### config.mk
export PLATFORM = sky130hd
export DESIGN_NAME = alarm_panel
export DESIGN_NICKNAME = d
export VERILOG_FILES = /design/src/panel_pkg.sv /design/src/alarm_panel.sv /design/src/alarm_latch.sv
export SDC_FILE = /design/constraint.sdc
export NUM_CORES = 2
export LEC_CHECK = 0
export BUFFER_PORTS_ARGS = -buffer_cell sky130_fd_sc_hd__clkbuf_2
export CORE_MARGIN = 5
export CORE_UTILIZATION = 44
export DETAILED_ROUTE_END_ITERATION = 12
export PLACE_DENSITY = 0.68
export SLEW_MARGIN = 20
export SYNTH_ARGS = -nofsm -noshare
export SYNTH_HDL_FRONTEND = slang
export SYNTH_SLANG_ARGS = --single-unit
### constraint.sdc
create_clock -name CLK_SYS -period 6.8 [get_ports CLK_SYS]
set_input_delay 1.7 -clock CLK_SYS [delete_from_list [all_inputs] [get_ports CLK_SYS]]
set_output_delay 1.7 -clock CLK_SYS [all_outputs]
set_load 0.05 [all_outputs]
### src/panel_pkg.sv
`default_nettype none
package panel_pkg;
	localparam int CLK_HZ = 125_000_000;
	localparam int TICK_TIME_US = 1000;
	localparam int TICK_CYCLES_DEF = TICK_TIME_US * (CLK_HZ / 1_000_000);
	localparam int MODE_HOLD_MS = 1000;
	localparam int MODE_IDLE_MS = 2000;
	localparam int FLASH_HALF_MS = 500;
	localparam int RATE_WINDOW_MS = 60000;
	localparam logic [15:0] HOLD_TICKS = 16'(MODE_HOLD_MS * 1000 / TICK_TIME_US);
	localparam logic [15:0] IDLE_TICKS = 16'(MODE_IDLE_MS * 1000 / TICK_TIME_US);
	localparam logic [15:0] FLASH_TICKS = 16'(FLASH_HALF_MS * 1000 / TICK_TIME_US);
	localparam int RATE_TICKS_DEF = RATE_WINDOW_MS * 1000 / TICK_TIME_US;
	localparam int ALARM_COUNT = 4;
	localparam logic [7:0] ADDR_CTRL = 8'h00;
	localparam logic [7:0] ADDR_LOOP_DELAY = 8'h04;
	localparam logic [7:0] ADDR_STATUS = 8'h08;
	localparam logic [7:0] ADDR_OUTPUT = 8'h0c;
	localparam logic [7:0] ADDR_ALARM_BASE = 8'h10;
	localparam int CTRL_REMOTE_EN_BIT = 16;
	localparam int STATUS_ACK_BIT = 0;
	localparam int ALM_TYPE_LSB = 16;
	localparam int ALM_LATCH_LSB = 20;
	localparam int ALM_ENERGISE_BIT = 24;
	localparam logic [31:0] CTRL_RESET = 32'h0000_0000;
	localparam logic [15:0] LOOP_DELAY_RESET = 16'h2710;
	localparam logic [31:0] ALM_CFG_RESET = 32'h0007_0000;
	localparam logic [15:0] OUT_STEP = 16'h0001;
	localparam logic [15:0] OUT_MAX = 16'hffff;
	typedef enum logic [2:0] {AL_HIGH = 3'h0, AL_LOW = 3'h1, AL_DEV_HIGH = 3'h2, AL_DEV_LOW = 3'h3,
		AL_BAND = 3'h4, AL_RISE = 3'h5, AL_FALL = 3'h6, AL_NONE = 3'h7} alarm_kind_type;
	typedef enum logic [1:0] {LATCH_NONE = 2'h0, LATCH_AUTO = 2'h1, LATCH_MANUAL = 2'h2} latch_type;
	typedef enum logic [2:0] {MODE_AUTO = 3'b001, MODE_MAN = 3'b010, MODE_OFF = 3'b100} mode_type;
	typedef enum logic [2:0] {ST_HOME = 3'b001, ST_HOLD = 3'b010, ST_SELECT = 3'b100} panel_state_type;
	function automatic logic signed [17:0] sdiff(input logic [15:0] a, input logic [15:0] b);
		sdiff = {a[15], a[15], a} - {b[15], b[15], b};
	endfunction
	function automatic logic signed [17:0] sext(input logic [15:0] a);
		sext = {a[15], a[15], a};
	endfunction
endpackage
`default_nettype wire

### src/alarm_panel.sv
// Functional notes
// RULE1: Full-scale low alarm below threshold, high alarm above threshold.
// RULE2: Deviation low/high alarm when value differs from setpoint beyond threshold.
// RULE3: Band alarm when absolute deviation from setpoint exceeds threshold.
// RULE4: Rate alarms compare per-minute rise or fall against threshold.
// RULE5: Loop broken when value stays unchanged too long after output change.
// RULE6: Open sensor raises break alarm and forces output to safe level.
// RULE7: New alarm flashes beacon, shows its source, operates assigned outputs.
// RULE8: Each relay selects energised or de-energised while in alarm.
// RULE9: Acknowledge makes beacon steady if any alarm remains, else off.
// RULE10: Non-latching alarm clears itself when condition goes.
// RULE11: Auto-latching needs condition gone and acknowledge; early acknowledge remembered.
// RULE12: Manual-latching clears only on acknowledge after condition gone.
// RULE13: Reset gives non-latching alarms, relays de-energised in alarm.
// RULE14: Enabled remote setpoint with open input lights the beacon.
// RULE15: Output indicators follow outputs; alternate setpoint indicator when not primary.
// RULE16: Remote indicator lit for remote setpoint, flashes with comms activity.
// RULE17: Run indicator steady running, flashing held; manual indicator in manual.
// RULE18: Manual: operator sets output, band/deviation masked, tune/timer disabled.
// RULE19: Off: heat/cool off, process alarms live, band/deviation held off.
// RULE20: Page and scroll held over one second from home enter mode selection.
// RULE21: Lower steps Auto, Manual, Off; two idle seconds apply and return home.
// RULE22: Auto to manual holds output; manual to auto ramps toward demand.
//
// Chosen here: the placing of the registers and register access over APB.
`timescale 1ns/1ns
`default_nettype none
module alarm_panel
	import panel_pkg::*;
#(
	parameter int TICK_CYCLES = TICK_CYCLES_DEF,
	parameter int RATE_TICKS = RATE_TICKS_DEF
)
(
	input wire logic CLK_SYS,
	input wire logic SYS_RST,
	input wire logic PSEL,
	input wire logic PENABLE,
	input wire logic PWRITE,
	input wire logic [7:0] PADDR,
	input wire logic [31:0] PWDATA,
	output logic [31:0] PRDATA,
	output logic PREADY,
	output logic PSLVERR,
	input wire logic [15:0] PROCESS_VALUE,
	input wire logic [15:0] SETPOINT_VALUE,
	input wire logic [15:0] AUTO_DEMAND,
	input wire logic SENSOR_OPEN,
	input wire logic REMOTE_INPUT_OPEN,
	input wire logic [3:0] OUTPUT_ON,
	input wire logic ALT_SETPOINT_IN_USE,
	input wire logic REMOTE_SETPOINT_IN_USE,
	input wire logic COMMS_ACTIVE,
	input wire logic TIMER_RUNNING,
	input wire logic TIMER_HELD,
	input wire logic HOME_DISPLAY,
	input wire logic BTN_PAGE,
	input wire logic BTN_SCROLL,
	input wire logic BTN_RAISE,
	input wire logic BTN_LOWER,
	output logic ALARM_BEACON,
	output logic [3:0] ALARM_RELAY,
	output logic [3:0] ALARM_SOURCE,
	output logic LOOP_BREAK_MESSAGE,
	output logic SENSOR_BREAK_MESSAGE,
	output logic OUTPUT_ONE_INDICATOR,
	output logic OUTPUT_TWO_INDICATOR,
	output logic OUTPUT_THREE_INDICATOR,
	output logic OUTPUT_FOUR_INDICATOR,
	output logic ALT_SETPOINT_INDICATOR,
	output logic REMOTE_SETPOINT_INDICATOR,
	output logic RUN_INDICATOR,
	output logic MANUAL_INDICATOR,
	output logic MODE_SELECT_DISPLAY,
	output logic [2:0] LOOP_MODE,
	output logic [15:0] WORKING_OUTPUT,
	output logic HEAT_COOL_ENABLE,
	output logic RETRANSMIT_ENABLE,
	output logic TUNE_TIMER_ENABLE
);
	logic [31:0] ctrl;
	logic [15:0] loop_delay;
	logic [31:0] alm_cfg [ALARM_COUNT];
	logic sw_ack;
	logic [31:0] tick_cnt;
	logic tick;
	logic [15:0] flash_cnt;
	logic blink;
	logic [3:0] btn_prev;
	logic chord_prev;
	logic ack;
	panel_state_type state;
	mode_type mode;
	mode_type pending;
	logic [15:0] sel_cnt;
	logic ramping;
	logic [15:0] pv_prev;
	logic [15:0] out_prev;
	logic [15:0] lb_cnt;
	logic lb_armed;
	logic loop_break;
	logic sensor_prev;
	logic loop_prev;
	logic [31:0] rate_cnt;
	logic [15:0] rate_base;
	logic signed [17:0] rate_delta;
	logic [3:0] cond;
	logic [3:0] active;
	logic [3:0] new_alarm;
	logic flashing;
	logic any_new;
	logic any_active;
	logic chord;
	logic [3:0] btn_edge;
	logic signed [17:0] dev;

	assign chord = BTN_PAGE && BTN_SCROLL;
	assign btn_edge = {BTN_PAGE, BTN_SCROLL, BTN_RAISE, BTN_LOWER} & ~btn_prev;
	assign ack = (chord && !chord_prev) || sw_ack;
	assign dev = sdiff(PROCESS_VALUE, SETPOINT_VALUE);
	assign any_active = (|active) || loop_break || SENSOR_OPEN;
	assign any_new = (|new_alarm) || (SENSOR_OPEN && !sensor_prev) || (loop_break && !loop_prev);

	// ********************************
	// APB register slave
	// ********************************
	always_ff @(posedge CLK_SYS)
	begin
		if (SYS_RST)
		begin
			ctrl <= CTRL_RESET;
			loop_delay <= LOOP_DELAY_RESET;
			for (int i = 0; i < ALARM_COUNT; i++)
				alm_cfg[i] <= ALM_CFG_RESET; // [RULE13]
			sw_ack <= 1'b0;
		end
		else
		begin
			sw_ack <= 1'b0;
			if (PSEL && PENABLE && PWRITE)
			begin
				if (PADDR == ADDR_CTRL)
					ctrl <= PWDATA;
				if (PADDR == ADDR_LOOP_DELAY)
					loop_delay <= PWDATA[15:0];
				if (PADDR == ADDR_STATUS)
					sw_ack <= PWDATA[STATUS_ACK_BIT];
				for (int i = 0; i < ALARM_COUNT; i++)
					if (PADDR == ADDR_ALARM_BASE + 8'(4 * i))
						alm_cfg[i] <= PWDATA;
			end
		end
	end

	always_ff @(posedge CLK_SYS)
	begin
		if (SYS_RST)
		begin
			PRDATA <= 32'h0000_0000;
			PSLVERR <= 1'b0;
			PREADY <= 1'b0;
		end
		else
		begin
			PREADY <= 1'b1;
			if (PSEL && !PENABLE)
			begin
				PSLVERR <= 1'b0;
				PRDATA <= 32'h0000_0000;
				unique case (PADDR)
					ADDR_CTRL: PRDATA <= ctrl;
					ADDR_LOOP_DELAY: PRDATA <= {16'h0000, loop_delay};
					ADDR_STATUS: PRDATA <= {20'h00000, state, mode, SENSOR_OPEN, loop_break, active};
					ADDR_OUTPUT: PRDATA <= {16'h0000, WORKING_OUTPUT};
					ADDR_ALARM_BASE: PRDATA <= alm_cfg[0];
					ADDR_ALARM_BASE + 8'h04: PRDATA <= alm_cfg[1];
					ADDR_ALARM_BASE + 8'h08: PRDATA <= alm_cfg[2];
					ADDR_ALARM_BASE + 8'h0c: PRDATA <= alm_cfg[3];
					default: PSLVERR <= 1'b1;
				endcase
			end
		end
	end

	// ********************************
	// Time base and blink
	// ********************************
	always_ff @(posedge CLK_SYS)
	begin
		if (SYS_RST || tick_cnt == 32'(TICK_CYCLES - 1))
			tick_cnt <= 32'h0000_0000;
		else
			tick_cnt <= tick_cnt + 32'h0000_0001;
	end
	assign tick = (tick_cnt == 32'(TICK_CYCLES - 1));

	always_ff @(posedge CLK_SYS)
	begin
		if (SYS_RST)
		begin
			flash_cnt <= 16'h0000;
			blink <= 1'b0;
		end
		else if (tick)
		begin
			flash_cnt <= (flash_cnt == FLASH_TICKS - 16'h0001) ? 16'h0000 : flash_cnt + 16'h0001;
			if (flash_cnt == FLASH_TICKS - 16'h0001)
				blink <= !blink;
		end
	end

	// ********************************
	// Alarm conditions
	// ********************************
	always_comb
	begin
		for (int i = 0; i < ALARM_COUNT; i++)
		begin
			logic signed [17:0] thr;
			thr = sext(alm_cfg[i][15:0]);
			unique case (alarm_kind_type'(alm_cfg[i][ALM_TYPE_LSB +: 3]))
				AL_HIGH: cond[i] = sext(PROCESS_VALUE) > thr; // [RULE1]
				AL_LOW: cond[i] = sext(PROCESS_VALUE) < thr; // [RULE1]
				AL_DEV_HIGH: cond[i] = (mode == MODE_AUTO) && (dev > thr); // [RULE2] [RULE18] [RULE19]
				AL_DEV_LOW: cond[i] = (mode == MODE_AUTO) && (-dev > thr); // [RULE2] [RULE18] [RULE19]
				AL_BAND: cond[i] = (mode == MODE_AUTO) && (dev > thr || -dev > thr); // [RULE3] [RULE18]
				AL_RISE: cond[i] = rate_delta > thr; // [RULE4]
				AL_FALL: cond[i] = -rate_delta > thr; // [RULE4]
				AL_NONE: cond[i] = 1'b0;
			endcase
		end
	end

	for (genvar g = 0; g < ALARM_COUNT; g++)
	begin : g_alarm
		alarm_latch u_latch (
			.clk(CLK_SYS),
			.rst(SYS_RST),
			.cond(cond[g]),
			.ack(ack),
			.latch_mode(alm_cfg[g][ALM_LATCH_LSB +: 2]),
			.active(active[g]),
			.new_alarm(new_alarm[g])
		);
	end

	// Rate is the change over one minute window of ticks
	always_ff @(posedge CLK_SYS)
	begin
		if (SYS_RST)
		begin
			rate_cnt <= 32'h0000_0000;
			rate_base <= 16'h0000;
			rate_delta <= 18'sh00000;
		end
		else if (tick)
		begin
			rate_cnt <= rate_cnt + 32'h0000_0001;
			if (rate_cnt == 32'(RATE_TICKS - 1))
			begin
				rate_cnt <= 32'h0000_0000;
				rate_delta <= sdiff(PROCESS_VALUE, rate_base); // [RULE4]
				rate_base <= PROCESS_VALUE;
			end
		end
	end

	always_ff @(posedge CLK_SYS)
	begin
		if (SYS_RST)
		begin
			pv_prev <= 16'h0000;
			out_prev <= 16'h0000;
			lb_cnt <= 16'h0000;
			lb_armed <= 1'b0;
			loop_break <= 1'b0;
		end
		else
		begin
			pv_prev <= PROCESS_VALUE;
			out_prev <= WORKING_OUTPUT;
			if (PROCESS_VALUE != pv_prev)
			begin
				lb_armed <= 1'b0;
				loop_break <= 1'b0;
			end
			else if (WORKING_OUTPUT != out_prev)
			begin
				lb_armed <= 1'b1;
				lb_cnt <= 16'h0000;
			end
			else if (lb_armed && tick)
			begin
				lb_cnt <= lb_cnt + 16'h0001;
				if (lb_cnt + 16'h0001 >= loop_delay)
				begin
					loop_break <= 1'b1; // [RULE5]
					lb_armed <= 1'b0;
				end
			end
		end
	end

	// ********************************
	// Beacon, relays and messages
	// ********************************
	always_ff @(posedge CLK_SYS)
	begin
		if (SYS_RST)
		begin
			flashing <= 1'b0;
			sensor_prev <= 1'b0;
			loop_prev <= 1'b0;
		end
		else
		begin
			sensor_prev <= SENSOR_OPEN;
			loop_prev <= loop_break;
			if (any_new)
				flashing <= 1'b1; // [RULE7]
			else if (ack || !any_active)
				flashing <= 1'b0; // [RULE9]
		end
	end

	always_ff @(posedge CLK_SYS)
	begin
		if (SYS_RST)
		begin
			ALARM_BEACON <= 1'b0;
			ALARM_RELAY <= 4'h0;
			ALARM_SOURCE <= 4'h0;
			LOOP_BREAK_MESSAGE <= 1'b0;
			SENSOR_BREAK_MESSAGE <= 1'b0;
		end
		else
		begin
			ALARM_BEACON <= (flashing && blink) || (!flashing && any_active) // [RULE7] [RULE9]
				|| (ctrl[CTRL_REMOTE_EN_BIT] && REMOTE_INPUT_OPEN); // [RULE14]
			for (int i = 0; i < ALARM_COUNT; i++)
				ALARM_RELAY[i] <= active[i] ~^ alm_cfg[i][ALM_ENERGISE_BIT]; // [RULE7] [RULE8]
			ALARM_SOURCE <= active; // [RULE7]
			LOOP_BREAK_MESSAGE <= loop_break; // [RULE5]
			SENSOR_BREAK_MESSAGE <= SENSOR_OPEN; // [RULE6]
		end
	end

	// ********************************
	// Mode selection
	// ********************************
	always_ff @(posedge CLK_SYS)
	begin
		if (SYS_RST)
		begin
			state <= ST_HOME;
			mode <= MODE_AUTO;
			pending <= MODE_AUTO;
			sel_cnt <= 16'h0000;
			btn_prev <= 4'h0;
			chord_prev <= 1'b0;
		end
		else
		begin
			btn_prev <= {BTN_PAGE, BTN_SCROLL, BTN_RAISE, BTN_LOWER};
			chord_prev <= chord;
			unique case (state)
				ST_HOME:
					if (chord && HOME_DISPLAY)
					begin
						state <= ST_HOLD; // [RULE20]
						sel_cnt <= 16'h0000;
					end
				ST_HOLD:
					if (!chord)
						state <= ST_HOME;
					else if (tick)
					begin
						sel_cnt <= sel_cnt + 16'h0001;
						if (sel_cnt >= HOLD_TICKS)
						begin
							state <= ST_SELECT; // [RULE20]
							pending <= mode;
							sel_cnt <= 16'h0000;
						end
					end
				ST_SELECT:
					if (|btn_edge || chord)
					begin
						sel_cnt <= 16'h0000;
						if (btn_edge[0])
							unique case (pending) // [RULE21]
								MODE_AUTO: pending <= MODE_MAN;
								MODE_MAN: pending <= MODE_OFF;
								MODE_OFF: pending <= MODE_AUTO;
							endcase
					end
					else if (tick)
					begin
						sel_cnt <= sel_cnt + 16'h0001;
						if (sel_cnt + 16'h0001 >= IDLE_TICKS)
						begin
							mode <= pending; // [RULE21]
							state <= ST_HOME;
						end
					end
			endcase
		end
	end

	// ********************************
	// Working output and panel lamps
	// ********************************
	always_ff @(posedge CLK_SYS)
	begin
		if (SYS_RST)
		begin
			WORKING_OUTPUT <= 16'h0000;
			ramping <= 1'b0;
		end
		else if (SENSOR_OPEN)
			WORKING_OUTPUT <= ctrl[15:0]; // [RULE6]
		else
			unique case (mode)
				MODE_MAN:
				begin
					ramping <= 1'b1;
					if (tick && BTN_RAISE && WORKING_OUTPUT != OUT_MAX)
						WORKING_OUTPUT <= WORKING_OUTPUT + OUT_STEP; // [RULE18]
					else if (tick && BTN_LOWER && WORKING_OUTPUT != 16'h0000)
						WORKING_OUTPUT <= WORKING_OUTPUT - OUT_STEP; // [RULE18]
				end
				MODE_OFF:
					ramping <= 1'b1;
				MODE_AUTO:
					if (!ramping || WORKING_OUTPUT == AUTO_DEMAND)
					begin
						ramping <= 1'b0;
						WORKING_OUTPUT <= AUTO_DEMAND;
					end
					else if (tick)
						WORKING_OUTPUT <= (WORKING_OUTPUT < AUTO_DEMAND) ? // [RULE22]
							WORKING_OUTPUT + OUT_STEP : WORKING_OUTPUT - OUT_STEP;
			endcase
	end

	always_ff @(posedge CLK_SYS)
	begin
		if (SYS_RST)
		begin
			OUTPUT_ONE_INDICATOR <= 1'b0;
			OUTPUT_TWO_INDICATOR <= 1'b0;
			OUTPUT_THREE_INDICATOR <= 1'b0;
			OUTPUT_FOUR_INDICATOR <= 1'b0;
			ALT_SETPOINT_INDICATOR <= 1'b0;
			REMOTE_SETPOINT_INDICATOR <= 1'b0;
			RUN_INDICATOR <= 1'b0;
			MANUAL_INDICATOR <= 1'b0;
			MODE_SELECT_DISPLAY <= 1'b0;
			LOOP_MODE <= MODE_AUTO;
			HEAT_COOL_ENABLE <= 1'b0;
			RETRANSMIT_ENABLE <= 1'b0;
			TUNE_TIMER_ENABLE <= 1'b0;
		end
		else
		begin
			OUTPUT_ONE_INDICATOR <= OUTPUT_ON[0]; // [RULE15]
			OUTPUT_TWO_INDICATOR <= OUTPUT_ON[1]; // [RULE15]
			OUTPUT_THREE_INDICATOR <= OUTPUT_ON[2]; // [RULE15]
			OUTPUT_FOUR_INDICATOR <= OUTPUT_ON[3]; // [RULE15]
			ALT_SETPOINT_INDICATOR <= ALT_SETPOINT_IN_USE; // [RULE15]
			REMOTE_SETPOINT_INDICATOR <= COMMS_ACTIVE ? blink : REMOTE_SETPOINT_IN_USE; // [RULE16]
			RUN_INDICATOR <= TIMER_RUNNING || (TIMER_HELD && blink); // [RULE17]
			MANUAL_INDICATOR <= (mode == MODE_MAN); // [RULE17]
			MODE_SELECT_DISPLAY <= (state == ST_SELECT);
			LOOP_MODE <= mode;
			HEAT_COOL_ENABLE <= (mode != MODE_OFF); // [RULE19]
			RETRANSMIT_ENABLE <= 1'b1; // [RULE19]
			TUNE_TIMER_ENABLE <= (mode == MODE_AUTO); // [RULE18]
		end
	end

	// ********************************
	// Checks
	// ********************************
	chk_beacon_flash: assert property (@(posedge CLK_SYS) disable iff (SYS_RST) // [RULE7]
		any_new |=> flashing) else $error("new alarm did not start flashing");
	chk_ack_steady: assert property (@(posedge CLK_SYS) disable iff (SYS_RST) // [RULE9]
		(ack && !any_new && any_active && !(ctrl[CTRL_REMOTE_EN_BIT] && REMOTE_INPUT_OPEN))
		|=> !flashing ##1 ALARM_BEACON == $past(any_active)) else $error("beacon not steady after ack");
	chk_off_heat: assert property (@(posedge CLK_SYS) disable iff (SYS_RST) // [RULE19]
		mode == MODE_OFF |=> !HEAT_COOL_ENABLE && RETRANSMIT_ENABLE) else $error("heat/cool active in off");
	chk_sensor_safe: assert property (@(posedge CLK_SYS) disable iff (SYS_RST) // [RULE6]
		SENSOR_OPEN |=> WORKING_OUTPUT == $past(ctrl[15:0])) else $error("safe output not applied");
	chk_entry_home: assert property (@(posedge CLK_SYS) disable iff (SYS_RST) // [RULE20]
		(state == ST_HOME && !HOME_DISPLAY) |=> state == ST_HOME) else $error("mode entry off home display");
	chk_mode_apply: assert property (@(posedge CLK_SYS) disable iff (SYS_RST) // [RULE21]
		(state == ST_SELECT && tick && !(|btn_edge) && !chord && sel_cnt + 16'h0001 >= IDLE_TICKS)
		|=> state == ST_HOME && mode == $past(pending)) else $error("selected mode not applied");
	chk_bumpless_hold: assert property (@(posedge CLK_SYS) disable iff (SYS_RST) // [RULE22]
		(mode == MODE_MAN && !SENSOR_OPEN && !(tick && (BTN_RAISE || BTN_LOWER)))
		|=> WORKING_OUTPUT == $past(WORKING_OUTPUT)) else $error("output moved in manual without a button");
	chk_relay_polarity: assert property (@(posedge CLK_SYS) disable iff (SYS_RST) // [RULE8]
		(active[0] && !alm_cfg[0][ALM_ENERGISE_BIT]) |=> !ALARM_RELAY[0]) else $error("relay polarity wrong");
	cov_mode_select: cover property (@(posedge CLK_SYS) disable iff (SYS_RST) state == ST_SELECT);
	cov_manual: cover property (@(posedge CLK_SYS) disable iff (SYS_RST) mode == MODE_MAN);
	cov_loop_break: cover property (@(posedge CLK_SYS) disable iff (SYS_RST) loop_break);
endmodule
`default_nettype wire

### src/alarm_latch.sv
`timescale 1ns/1ns
`default_nettype none
module alarm_latch
	import panel_pkg::*;
(
	input wire logic clk,
	input wire logic rst,
	input wire logic cond,
	input wire logic ack,
	input wire logic [1:0] latch_mode,
	output logic active,
	output logic new_alarm
);
	logic acked;

	always_ff @(posedge clk)
	begin
		if (rst)
		begin
			active <= 1'b0;
			acked <= 1'b0;
		end
		else if (latch_mode == LATCH_NONE)
		begin
			active <= cond; // [RULE10]
			acked <= 1'b0;
		end
		else if (cond)
		begin
			active <= 1'b1;
			acked <= (latch_mode == LATCH_AUTO) && (acked || (ack && active)); // [RULE11] [RULE12]
		end
		else if (active && (ack || acked))
		begin
			active <= 1'b0; // [RULE11] [RULE12]
			acked <= 1'b0;
		end
	end

	always_ff @(posedge clk)
	begin
		if (rst)
			new_alarm <= 1'b0;
		else
			new_alarm <= cond && !active;
	end

	chk_nonlatch_clear: assert property (@(posedge clk) disable iff (rst) // [RULE10]
		(latch_mode == LATCH_NONE && !cond) |=> !active) else $error("non-latching alarm did not clear");
	chk_manual_ignore: assert property (@(posedge clk) disable iff (rst) // [RULE12]
		(latch_mode == LATCH_MANUAL && active && cond ##1 latch_mode == LATCH_MANUAL && !cond && !ack)
		|=> active) else $error("manual latch cleared without late acknowledge");
	chk_auto_remember: assert property (@(posedge clk) disable iff (rst) // [RULE11]
		(latch_mode == LATCH_AUTO && active && cond && ack ##1 latch_mode == LATCH_AUTO && !cond)
		|=> !active) else $error("early acknowledge not remembered");
	cov_manual_clear: cover property (@(posedge clk) disable iff (rst)
		latch_mode == LATCH_MANUAL && active ##1 !active);
endmodule
`default_nettype wire

==> reports/results.ini <==
[worst_setup_path]
cp.arrival_ps = 6940
cp-start-kind = primary input
crit_start = PROCESS_VALUE[0]
r2r-start = rate_delta[2]
crit_path_max_fanout = 5
crit_type = in -> reg
crit_required_ps = 7300
end_kind = register

[run]
drv_cap = 0

[synth]
synthSimpleGateAreaFrac_pct = 21.9
synth-edff-count = 128
synth_mux_area_share_pct = 1.05
synth_compound_area_share_pct = 17.2
yosysUniqueCellTypes = 82
synth_cells = 3612
syn_nets = 4134
yosys.area_share.xor_xnor_pct = 5.19
yosysMostFrequentCell = ha_1
synth_top_family_by_area = simple AND/OR/NAND/NOR gates
yosysTopAreaCell = dfxtp_1
yosys_most_used_dff = dfxtp_1
synth_top_area_share_pct = 21.4
ys_seq_elements = 460
avgSynthCellArea_um2 = 8.59
syn_area_um2 = 31000
synthTopCellsByArea = dfxtp_1 21%, ha_1 17%, edfxtp_1 12%, a21oi_1 5.1%, nor2_1 4.0%
yosysSeqAreaShare_pct = 33.8
synth_common_cells = 411 x ha_1, 332 x dfxtp_1, 331 x nor2_1
ys_warn_count = 0
async_reset_ff_share_pct = 0
synth_fa_ha_area_share_pct = 16.7

[global_route]
grt_usage_pct = 27.8
grt_pass1_wl_mm = 164
grt_max_degree = 77
grt_pass1_vias = 26979
overflow = 0
antenna_found_initial = 13

[die]
fp.dieW_um = 276
fp-row-count = 97
io_pins = 185
die_h_um = 276
core-area_um2 = 70000
dieArea_um2 = 76000
start_util_pct = 44.3

[drt]
vias = 28843
drc = 0
drt-met1-wl_mm = 46.3
wire_per_inst_um = 22.8
antenna_left = 0
drt-initial-drc-count = 3198
route.met3.wl_mm = 10.8
dr_wl_met2_mm = 47.3
routed_wl_mm = 110
top_layer_used = met5
first_pass_iters = 7
via_per_inst = 6.00

[placed_design]
port_buffers = 184
routabilityCongestion = 1.04
dp_hpwl_mm = 82.5
postPlaceCellArea_um2 = 33600

[layout]
nNetsFinal = 4343
drive_gt1_share_pct = 11.5
seqCellArea_um2 = 10500
fin_area_um2 = 35500
multi_input_area_um2 = 19400
fin_util_pct = 50.7
area_growth_pct = 14.3
fillers = 6585

[clock_tree]
postCtsSetupRepairBufs = 0
numClockSinks = 460
cts_hold_buf = 0
htreeDepth = 2
clk_pin_slew_ps = 60
ctsRootBufferMaster = clkbuf_16
clk_latency_ps = 620
clockBufferDepth = 3
numCtsBuffers = 51
cts_tree = done

[timing]
min_period_ps = 6440
fmax_mhz = 155
tightest_slew_ps = 1110
min_period_over_period_pct = 94.8
final_max_slew_viol_count = 0
finClkSkew_ps = 17.9
rsz0062_at_grt = false
max_slew_margin_pct = 25.9
setup_viol = 0
finalHoldViolations = 0
tns_ps = 0

[min_path]
hp-class = reg -> reg
min-delay-start = g_alarm[0].u_latch.acked

[power_and_ir_drop]
p_per_area_nw_per_um2 = 209
cellLeakagePower_nw = 14.9
ir_drop_mv = 0.189

[run_status]
outcome = finished clean

==> power breakdown <==
group / switching, mW / internal (mW) / leakage [nW] / total [mW]
combinational: 0.888 / 0.539 / 10.0 / 1.43
clock: 1.23 / 1.78 / 0.912 / 3.01
sequential: 0.0829 / 2.89 / 3.92 / 2.97
total: 2.20 / 5.21 / 14.9 / 7.41
==> registers in the layout (all words and copies together) (netlist names), 16 cells and up <==
| signal | cells |
|---|---|
| out_prev | 16 |
| loop_delay | 16 |
| flash_cnt | 16 |
| rate_base | 16 |
| sel_cnt | 16 |
| pv_prev | 16 |
| tick_cnt | 32 |
| rate_delta | 17 |
| ctrl | 32 |
| rate_cnt | 32 |
| WORKING_OUTPUT | 16 |
| PRDATA | 32 |
| lb_cnt | 16 |
| alm_cfg | 128 |
==> path summary, 6_finish.rpt <==
check	depth (start not counted)	slack, ps	end
setup reg to reg	17	1470	g_alarm[0].u_latch.acked
hold / removal	1	440	g_alarm[0].u_latch.active
hold reg to reg	1	440	g_alarm[0].u_latch.active
setup / recovery	24	360	g_alarm[0].u_latch.acked
==> what timing repair did <==
action | 4_1_cts | 5_1_grt
gates resized for setup | 0 | 3
endpoints found under the hold margin | 0 | 0
endpoints found under the setup margin | 0 | 2
==> per-layer routing <==
metal,vias to the layer above,GRT usage [%]
met1,13555,38.4
met3,274,5.54
met5,-,0
met2,1370,42.8
met4,10,11.0
li1,13634,-
==> layout make-up <==
class,instances,share of cell area [%]
multi-input cells,2812,54.7
flip-flops and latches,460,29.6
repair buffers,308,5.24
clock buffers,70,4.22
well taps,940,3.31
inverters,188,1.99
clock inverters,26,0.973
diodes,6,0.0423
==> critical path, cell delays in order <==
cell	delay, ps
clkbuf_2	90
inv_1	50
ha_1	210
fa_1	430
nor2b_4	140
o31a_1	280
o31a_1	180
o21ai_0	90
a311o_1	380
or3_4	400
or3_4	410
buf_4	150
xor2_1	150
ha_1	310
nand4_1	130
buf_4	150
nor3_1	210
a21oi_1	100
o21ai_0	90
mux2_2	360
a31o_2	250
a211oi_2	150
buf_4	190
mux2_2	340
==> cell usage in the layout, fill, tap and decap left out, drive strengths merged, types with 16 or more instances in the layout <==
cell    count
clkbuf    254
nand3b     24
xor2       99
nor2      331
a21o       45
a211oi     35
inv       190
o21a       18
ha        411
nand3     103
o211ai     29
and3       94
a22oi      63
nand2     299
a222oi     19
nor3       80
nor4       39
or3        34
a21oi     316
a31oi      43
o31ai      18
clkinv     17
o21ai     126
nor2b      77
nand2b     34
dfxtp     332
and2       68
mux2i      27
nand4      99
buf       124
edfxtp    128
xnor2      85
and4       16
==> kinds of logic after synthesis <==
group           after synthesis
compound gates              836
simple gates               1347
flops                       460
mux                          32
fa+ha+maj                   413
xor+xnor                    184
buf+inv                     340
==> through the flow <==
stage	total power, mW	hold slack, ps	instances	setup WS (ps)
floorplan	3.87	412	3612	32.3
global placement	4.40	422	4708	-156
detailed placement	4.41	431	4708	-270
CTS	7.41	441	4804	339
global route	7.71	472	4810	16.6
finish	7.41	439	4810	355
No activity file was read; power rests on OpenSTA's default activity.
